File: src/inc/lvw_defines.vh
// register map, field positions, reset values and timing for lvw block
`ifndef LVW_DEFINES_VH
`define LVW_DEFINES_VH

// byte addresses
`define LVW_ADDR_LVCTL 12'h000
`define LVW_ADDR_WDCFG 12'h004
`define LVW_ADDR_WDSVC 12'h008
`define LVW_ADDR_RSTST 12'h00C
`define LVW_ADDR_IRQST 12'h010
`define LVW_ADDR_IRQMSK 12'h014

// low_voltage_control fields
`define LVW_LV_FLAG 0
`define LVW_LV_IE 1
`define LVW_LV_STAT 2
`define LVW_SI_IE 3

// watchdog config fields
`define LVW_WD_SEL_LO 0
`define LVW_WD_SEL_HI 1
`define LVW_WD_SUPP 2
`define LVW_WD_PSTOP 3
`define LVW_WD_KEEP 4
`define LVW_WD_EN 5
`define LVW_WDCFG_RST 8'h00

// watchdog service key
`define LVW_WD_KEY 32'h0000_00A5

// status fields (reset causes and irq status)
`define LVW_ST_PLL 0
`define LVW_ST_WD 1
`define LVW_ST_LV 2
`define LVW_ST_SI 3

// timing
`define LVW_WD_TIMEOUT 16'hFFFF
`define LVW_SYNC_LAT_NS 40
`define LVW_CLK_NS 5
`define LVW_SYNC_LAT_CYC ((`LVW_SYNC_LAT_NS + `LVW_CLK_NS - 1) / `LVW_CLK_NS)
`define LVW_PLL_MISS 8'h20
`define LVW_RST_PULSE 4'hF

`endif

File: src/hdl/lvw_top.v
// low-voltage detect, supervisory resets and watchdog control
// Notes on behaviour
// supply integrity enable raises irq on flags
// low-voltage status read-only, follows analog supply
// low-voltage enable gates change flag irq
// change flag sets on any status change
// change flag cleared by writing one
// enable and flag writable, all readable anytime
// pll loss or slow clock gives reset
// full stop disables pll monitor reset
// unserviced watchdog timeout gives system reset
// two select bits choose watchdog clock
// autonomous suppressed clock resumes after sync latency
// upper select one: run unless suppressed
// upper select zero: oscillator run conditions
`timescale 1ns/1ps
`include "lvw_defines.vh"
module lvw_top (
   // clock and reset
   input wire mclk_i,
   input wire sys_rst_i,
   // apb slave
   input wire psel_i,
   input wire penable_i,
   input wire pwrite_i,
   input wire [11:0] paddr_i,
   input wire [31:0] pwdata_i,
   output wire pready_o,
   output wire pslverr_o,
   output reg [31:0] prdata_o,
   // analog monitors
   input wire analog_supply_low_i,
   input wire supply_short_flag_one_i,
   input wire supply_short_flag_two_i,
   input wire supply_undervolt_flag_one_i,
   input wire supply_undervolt_flag_two_i,
   // clocks seen as sampled levels
   input wire pll_clock_i,
   input wire pll_below_fail_i,
   input wire autonomous_clock_i,
   input wire internal_rc_clock_i,
   input wire oscillator_clock_i,
   // mode and oscillator state
   input wire stop_mode_i,
   input wire full_stop_i,
   input wire oscillator_enable_bit_i,
   input wire oscillator_qualified_i,
   // outputs
   output wire irq_o,
   output wire pll_monitor_rst_o,
   output wire watchdog_rst_o,
   output wire wd_running_o,
   output wire [1:0] wd_clock_src_o
);
   // sync the monitor, clock and mode pins; apb, oscillator enable and qualified inputs are not synced
   wire [11:0] pin_sync;
   lvw_sync3 #(.W(12)) u_sync (
      .mclk_i(mclk_i),
      .sys_rst_i(sys_rst_i),
      .async_i({analog_supply_low_i, supply_short_flag_one_i,
         supply_short_flag_two_i, supply_undervolt_flag_one_i,
         supply_undervolt_flag_two_i, pll_clock_i, pll_below_fail_i,
         autonomous_clock_i, internal_rc_clock_i, oscillator_clock_i,
         stop_mode_i, full_stop_i}),
      .sync_o(pin_sync)
   );
   wire lv_s = pin_sync[11];
   wire [3:0] si_s = pin_sync[10:7];
   wire pll_clk_s = pin_sync[6];
   wire pll_slow_s = pin_sync[5];
   wire aclk_s = pin_sync[4];
   wire irc_s = pin_sync[3];
   wire osc_s = pin_sync[2];
   wire stop_s = pin_sync[1];
   wire fstop_s = pin_sync[0];

   // apb decode; zero wait states
   wire wr = psel_i & penable_i & pwrite_i;
   wire hit_lv = (paddr_i == `LVW_ADDR_LVCTL);
   wire hit_cfg = (paddr_i == `LVW_ADDR_WDCFG);
   wire hit_svc = (paddr_i == `LVW_ADDR_WDSVC);
   wire hit_rst = (paddr_i == `LVW_ADDR_RSTST);
   wire hit_ist = (paddr_i == `LVW_ADDR_IRQST);
   wire hit_msk = (paddr_i == `LVW_ADDR_IRQMSK);
   wire mapped = hit_lv | hit_cfg | hit_svc | hit_rst | hit_ist | hit_msk;
   assign pready_o = 1'b1;
   assign pslverr_o = psel_i & penable_i & ~mapped;

   // low_voltage_control
   reg lv_stat_reg;
   reg lv_flag_reg;
   reg lv_ie_reg;
   reg si_ie_reg;
   reg [3:0] si_prev_reg;
   wire lv_change = lv_s ^ lv_stat_reg;
   wire lv_clr = wr & hit_lv & pwdata_i[`LVW_LV_FLAG];
   wire [3:0] si_rise = si_s & ~si_prev_reg;
   always @(posedge mclk_i) begin
      if (sys_rst_i) begin
         lv_stat_reg <= 1'b0;
         lv_flag_reg <= 1'b0;
         lv_ie_reg <= 1'b0;
         si_ie_reg <= 1'b0;
         si_prev_reg <= 4'h0;
      end else begin
         lv_stat_reg <= lv_s;
         si_prev_reg <= si_s;
         // set beats clear in the same cycle
         if (lv_change)
            lv_flag_reg <= 1'b1;
         else if (lv_clr)
            lv_flag_reg <= 1'b0;
         if (wr & hit_lv) begin
            lv_ie_reg <= pwdata_i[`LVW_LV_IE];
            si_ie_reg <= pwdata_i[`LVW_SI_IE];
         end
      end
   end

   // watchdog config
   reg [7:0] wdcfg_reg;
   wire sel_lo = wdcfg_reg[`LVW_WD_SEL_LO];
   wire sel_hi = wdcfg_reg[`LVW_WD_SEL_HI];
   wire supp = wdcfg_reg[`LVW_WD_SUPP];
   wire pstop = wdcfg_reg[`LVW_WD_PSTOP];
   wire keep = wdcfg_reg[`LVW_WD_KEEP];
   wire wd_en = wdcfg_reg[`LVW_WD_EN];
   always @(posedge mclk_i) begin
      if (sys_rst_i)
         wdcfg_reg <= `LVW_WDCFG_RST;
      else if (wr & hit_cfg)
         wdcfg_reg <= pwdata_i[7:0];
   end

   // clock source: 2 autonomous, 1 oscillator, 0 rc
   wire [1:0] src = sel_hi ? 2'h2 : (sel_lo ? 2'h1 : 2'h0);
   assign wd_clock_src_o = src;
   reg src_clk;
   always @* begin
      case (src)
         2'h2: src_clk = aclk_s;
         2'h1: src_clk = osc_s;
         default: src_clk = irc_s;
      endcase
   end

   // stop-mode run decision
   function stop_run;
      input hi, sp, ps, kp, lo, oe, oq;
      begin
         if (hi)
            stop_run = ~sp;
         else
            stop_run = ps & kp & lo & oe & oq;
      end
   endfunction
   wire run_in_stop = stop_run(sel_hi, supp, pstop, keep, sel_lo,
      oscillator_enable_bit_i, oscillator_qualified_i);

   // resume latency after stop for suppressed autonomous clock
   reg stop_d_reg;
   reg [7:0] lat_reg;
   localparam [7:0] LAT_CYC = `LVW_SYNC_LAT_CYC;
   wire stop_exit = stop_d_reg & ~stop_s;
   always @(posedge mclk_i) begin
      if (sys_rst_i) begin
         stop_d_reg <= 1'b0;
         lat_reg <= 8'h00;
      end else begin
         stop_d_reg <= stop_s;
         if (stop_exit & sel_hi & supp)
            lat_reg <= LAT_CYC;
         else if (lat_reg != 8'h00)
            lat_reg <= lat_reg - 8'h01;
      end
   end
   wire wd_active = wd_en & (stop_s ? run_in_stop : (lat_reg == 8'h00));
   assign wd_running_o = wd_active;

   // watchdog counter; counts rising edges of chosen clock
   reg src_d_reg;
   reg [15:0] wd_cnt_reg;
   reg wd_fire_reg;
   wire tick = src_clk & ~src_d_reg;
   wire svc = wr & hit_svc & (pwdata_i == `LVW_WD_KEY);
   always @(posedge mclk_i) begin
      if (sys_rst_i) begin
         src_d_reg <= 1'b0;
         wd_cnt_reg <= 16'h0000;
         wd_fire_reg <= 1'b0;
      end else begin
         src_d_reg <= src_clk;
         wd_fire_reg <= 1'b0;
         if (svc)
            wd_cnt_reg <= 16'h0000;
         else if (wd_active & tick) begin
            if (wd_cnt_reg == `LVW_WD_TIMEOUT) begin
               wd_fire_reg <= 1'b1;
               wd_cnt_reg <= 16'h0000;
            end else
               wd_cnt_reg <= wd_cnt_reg + 16'h0001;
         end
      end
   end

   // pll monitor: missing edges or slow flag
   reg pll_d_reg;
   reg [7:0] miss_reg;
   reg pll_fire_reg;
   wire pll_edge = pll_clk_s ^ pll_d_reg;
   always @(posedge mclk_i) begin
      if (sys_rst_i) begin
         pll_d_reg <= 1'b0;
         miss_reg <= 8'h00;
         pll_fire_reg <= 1'b0;
      end else begin
         pll_d_reg <= pll_clk_s;
         pll_fire_reg <= 1'b0;
         if (fstop_s | pll_edge)
            miss_reg <= 8'h00;
         else if (miss_reg != `LVW_PLL_MISS)
            miss_reg <= miss_reg + 8'h01;
         if (~fstop_s & ((miss_reg == `LVW_PLL_MISS) | pll_slow_s)) begin
            pll_fire_reg <= 1'b1;
            miss_reg <= 8'h00;
         end
      end
   end

   // reset stretchers so the system sees a clean pulse
   reg [3:0] pll_rst_cnt_reg;
   reg [3:0] wd_rst_cnt_reg;
   always @(posedge mclk_i) begin
      if (sys_rst_i) begin
         pll_rst_cnt_reg <= 4'h0;
         wd_rst_cnt_reg <= 4'h0;
      end else begin
         if (pll_fire_reg)
            pll_rst_cnt_reg <= `LVW_RST_PULSE;
         else if (pll_rst_cnt_reg != 4'h0)
            pll_rst_cnt_reg <= pll_rst_cnt_reg - 4'h1;
         if (wd_fire_reg)
            wd_rst_cnt_reg <= `LVW_RST_PULSE;
         else if (wd_rst_cnt_reg != 4'h0)
            wd_rst_cnt_reg <= wd_rst_cnt_reg - 4'h1;
      end
   end
   assign pll_monitor_rst_o = (pll_rst_cnt_reg != 4'h0);
   assign watchdog_rst_o = (wd_rst_cnt_reg != 4'h0);

   // sticky event status, write one to clear, set wins
   reg [3:0] ist_reg;
   reg [3:0] msk_reg;
   reg [1:0] rcause_reg;
   wire [3:0] ev = {|si_rise, lv_change, wd_fire_reg, pll_fire_reg};
   wire [3:0] iclr = (wr & hit_ist) ? pwdata_i[3:0] : 4'h0;
   wire [1:0] rclr = (wr & hit_rst) ? pwdata_i[1:0] : 2'h0;
   always @(posedge mclk_i) begin
      if (sys_rst_i) begin
         ist_reg <= 4'h0;
         msk_reg <= 4'h0;
         rcause_reg <= 2'h0;
      end else begin
         ist_reg <= ev | (ist_reg & ~iclr);
         rcause_reg <= {wd_fire_reg, pll_fire_reg} | (rcause_reg & ~rclr);
         if (wr & hit_msk)
            msk_reg <= pwdata_i[3:0];
      end
   end
   // block enables gate the direct sources; mask gates sticky status
   wire lv_req = lv_ie_reg & lv_flag_reg;
   wire si_req = si_ie_reg & (|si_s);
   assign irq_o = lv_req | si_req | (|(ist_reg & msk_reg));

   // read mux, registered data
   always @(posedge mclk_i) begin
      if (sys_rst_i)
         prdata_o <= 32'h0000_0000;
      else if (psel_i & ~penable_i & ~pwrite_i) begin
         prdata_o <= 32'h0000_0000;
         if (hit_lv)
            prdata_o <= {28'h0000000, si_ie_reg, lv_stat_reg, lv_ie_reg,
               lv_flag_reg};
         else if (hit_cfg)
            prdata_o <= {24'h000000, wdcfg_reg};
         else if (hit_svc)
            prdata_o <= {16'h0000, wd_cnt_reg};
         else if (hit_rst)
            prdata_o <= {30'h00000000, rcause_reg};
         else if (hit_ist)
            prdata_o <= {28'h0000000, ist_reg};
         else if (hit_msk)
            prdata_o <= {28'h0000000, msk_reg};
      end
   end
endmodule // lvw_top

File: src/hdl/lvw_sync3.v
// three-stage input synchroniser with agreement filter
`timescale 1ns/1ps
module lvw_sync3 #(
   parameter W = 1
) (
   // clock and reset
   input wire mclk_i,
   input wire sys_rst_i,
   // data
   input wire [W-1:0] async_i,
   output wire [W-1:0] sync_o
);
   reg [W-1:0] s1_reg;
   reg [W-1:0] s2_reg;
   reg [W-1:0] s3_reg;
   reg [W-1:0] out_reg;
   // first stage feeds only the second
   always @(posedge mclk_i) begin
      if (sys_rst_i) begin
         s1_reg <= {W{1'b0}};
         s2_reg <= {W{1'b0}};
         s3_reg <= {W{1'b0}};
         out_reg <= {W{1'b0}};
      end else begin
         s1_reg <= async_i;
         s2_reg <= s1_reg;
         s3_reg <= s2_reg;
         out_reg <= (s2_reg & s3_reg) | (out_reg & (s2_reg | s3_reg));
      end
   end
   assign sync_o = out_reg;
endmodule // lvw_sync3

File: config.mk
export PLATFORM = sky130hd
export DESIGN_NAME = lvw_top
export DESIGN_NICKNAME = d
export VERILOG_FILES = /design/src/hdl/lvw_top.v /design/src/hdl/lvw_sync3.v
export VERILOG_INCLUDE_DIRS = /design/src /design/src/inc
export SDC_FILE = /design/constraint.sdc
export NUM_CORES = 1
export LEC_CHECK = 0
export BUFFER_PORTS_ARGS = -buffer_cell sky130_fd_sc_hd__buf_2
export CORE_MARGIN = 10
export CORE_UTILIZATION = 50
export CTS_BUF_LIST = sky130_fd_sc_hd__clkbuf_4
export DETAILED_ROUTE_END_ITERATION = 6
export PLACE_DENSITY_LB_ADDON = 0.05
export SYNTH_ARGS = -nofsm -noshare
export SYNTH_HDL_FRONTEND = slang
export SYNTH_HIERARCHICAL = 1
export SYNTH_SLANG_ARGS = --single-unit
File: constraint.sdc
create_clock -name mclk_i -period 2 [get_ports mclk_i]
set_input_delay 0.5 -clock mclk_i [delete_from_list [all_inputs] [get_ports mclk_i]]
set_output_delay 0.5 -clock mclk_i [all_outputs]
set_load 0.02 [all_outputs]
==> reports/metrics.cfg <==
[logic_synthesis]
yosysSeqAreaShare_pct=47.88
synth_cell_types=54
yosys_warnings=6
netlist_area_um2=5644
ys_ff_latch=135
yosysTopAreaCell=dfxtp_1
synth_edf_count=0
yosys.area.top_type_share_pct=47.88
syn_area_per_cell_um2=9.222
postSynthCellCount=612
yosys-top-cells-area=dfxtp_1, nor2_1, nor2b_1, mux2i_1, a21oi_1
synth_top_flop_cell=dfxtp_1
async_reset_ff_share_pct=0

[placed_design]
place.gp.congestion=0.8326
dp_hpwl_mm=10.37
io_buffers=85
placed_area_um2=6441

[critical_path]
max_stage_delay_ns=0.35
critical_path_class=reg -> out
crit_fanout=2
critPathLaunchType=flip-flop
worstPathBufferInverterCount=1
cp_cell_sequence=nor4_4 -> a31oi_2 -> a21oi_2 -> buf_6
cp-end-kind=output pin
crit_slowest_cell=dfxtp_2
arrival_ns=1.71
crit_family=flip-flops
cp.required_ns=1.50

[sta]
setup-violations-final=20
period_minus_slack_ns=2.210
grt_setup_unrepaired=yes
layout_setup_ws_ns=-0.2102
finalHoldViolCount=0
max_freq_mhz=452.4
timing.final.crit_share_pct=110.5
slew_headroom_pct=66.52
worst_pin_slew_ns=0.5011
fin_skew_ns=0.01301
drv_slew=0

[layout]
layout_commonest_cell=dfxtp_1
final_area_um2=7196
insertedDiodeCount=0
final_layout_size_suffix_gt1_share_pct=33.46
utilization_pct=65.80
final_nets=823
mostFrequentLayoutCells=dfxtp_1, nor2_1, buf_2, buf_4, nor2b_1
synthToLayoutAreaGrowth_pct=27.49

[clocking]
cts_root_buffer=clkbuf_4
cts_max_level=4
clockBufferDepth=2
clk_latency_ns=0.57
cts_tree=yes
clk_pin_slew_ns=0.12
clock-sinks=135
cts_made_buffers=17

[detailed_routing]
vias=4890
drt-total-wl_mm=14.62
vias_per_cell=5.421
drtIter0Drc=387
ant_nets=0
first_pass_iters=6
routedWlPerCell_um=16.20
drc=0

[global_route]
gr-usage-met3_pct=6.082
overflow=0
use_met2_pct=30.17
met1_usage_pct=19.35
grt_max_degree=55
grt_pass1_vias=4827
track_usage_pct=17.48
grt_first_pass_wirelength_mm=22.84
grt_busiest_layer=met2
antenna_found_initial=1

[floorplanning]
core_um2=10940
fp-row-count=38
dieArea_um2=15940
die_w_um=126.2
io_pins=103
start_util_pct=51.61
dieHeight_um=126.2

[power_and_ir_drop]
clock_power_share_pct=27.3
p_per_area_nw_per_um2=891.1
swShare_pct=30.32
ir_drop_mv=0.6804
intPower_mw=4.468
switchingPower_mw=1.944
pwr-share-seq_pct=46.9
p_leak_nw=2.893
combPwrFrac_pct=25.8

[flow_run]
cap_violations=0

[run_status]
violations=setup timing
outcome=finished, violations left

[min_path]
hp-class=in -> reg

==> repair_timing <==
action                                  CTS  global route
resized for setup                        36            52
setup buffers                            11             8
endpoints found under the setup margin   22            23
cloned                                    0             1
pin swaps                                 9            32
hold buffers                              0             0
==> cells in the mapped netlist (2+ instances only) <==
cell	n
conb_1	2
a22oi_1	15
nand3_1	14
and4_1	2
o31ai_1	8
o211ai_1	2
a211oi_1	13
or4_1	11
nor2b_2	10
nor4_4	2
nor2b_1	35
dfxtp_1	135
nor4b_1	3
nand2_1	25
buf_6	3
nand2b_1	7
nand4_1	13
a22o_1	4
xnor2_1	8
nor2_1	78
or3b_2	4
a211oi_2	2
clkbuf_1	17
ha_1	9
nor4_1	7
o21ai_0	22
a21oi_1	36
and2_1	2
buf_2	6
a32oi_1	2
o22ai_1	4
nor3_1	12
mux2i_1	20
xor2_1	11
inv_1	21
and3_1	5
or3_1	8
buf_4	18
==> power groups by stage <==
stage	sequential, mW	clock (mW)	combinational (mW)
floorplan	3.05	0	0.931
global placement	3.05	0	1.23
detailed placement	3.06	0	1.28
CTS	3.01	1.78	1.56
global route	3.03	1.91	1.85
finish	3.01	1.75	1.66
==> logic make-up (layout without fill, tap and decap cells) <==
logic type	count (synthesis)	count (layout)	share of synthesized area, %
xor gates and xnor gates	19	19	2.948
DFF	135	135	47.88
and+or+nand+nor	242	242	23.63
other	2	17	0.1331
buffers and inverters	66	201	6.118
adders and majority gates	9	9	1.995
AOI/OAI and AO/OA	118	118	13.54
muxes	21	21	3.746
==> per-layer routing <==
metal,share of wire (%),vias to the layer above
met5,0,-
met4,1.9,0
met3,5.7,26
met2,51,138
met1,41,2330
li1,-,2396
==> path summary, 6_finish.rpt <==
path                               start                           to  slack (ns)  depth (start not counted)
max              lat_reg[4]$_SDFFE_PP0P_                 wd_running_o       -0.21                          4
min              supply_short_flag_two_i  u_sync/s1_reg[9]$_SDFF_PP0_        0.13                          2
max reg2reg      lat_reg[4]$_SDFFE_PP0P_   wd_cnt_reg[2]$_SDFFE_PP0P_       -0.16                          8
min reg2reg  u_sync/s1_reg[7]$_SDFF_PP0_  u_sync/s2_reg[7]$_SDFF_PP0_        0.45                          1
==> area by class of cell <==
cell class                      count  area (µm²)
Tap cell                          140       175.2
Clock buffer                       18       135.1
Multi-Input combinational cell    426        2893
Fill cell                         924        3740
Timing Repair Buffer              150        1064
Sequential cell                   135        2718
Clock inverter                     12       132.6
Inverter                           21       78.83
==> through the flow <==
stage,worst slack (ns),power [mW],cells,setup TNS [ns],hold slack [ns]
2_1_floorplan,0.009588,3.985,627,0,0.4138
3_3_place_gp,-0.1132,4.276,852,-1.930,0.4166
3_5_place_dp,-0.1816,4.345,852,-3.466,0.4248
4_1_cts,-0.2270,6.349,893,-1.748,0.1061
5_1_grt,-0.3261,6.793,902,-4.186,0.09583
6_report,-0.2102,6.412,902,-2.365,0.1306
Note: power is estimated with default switching activity, not from simulation.
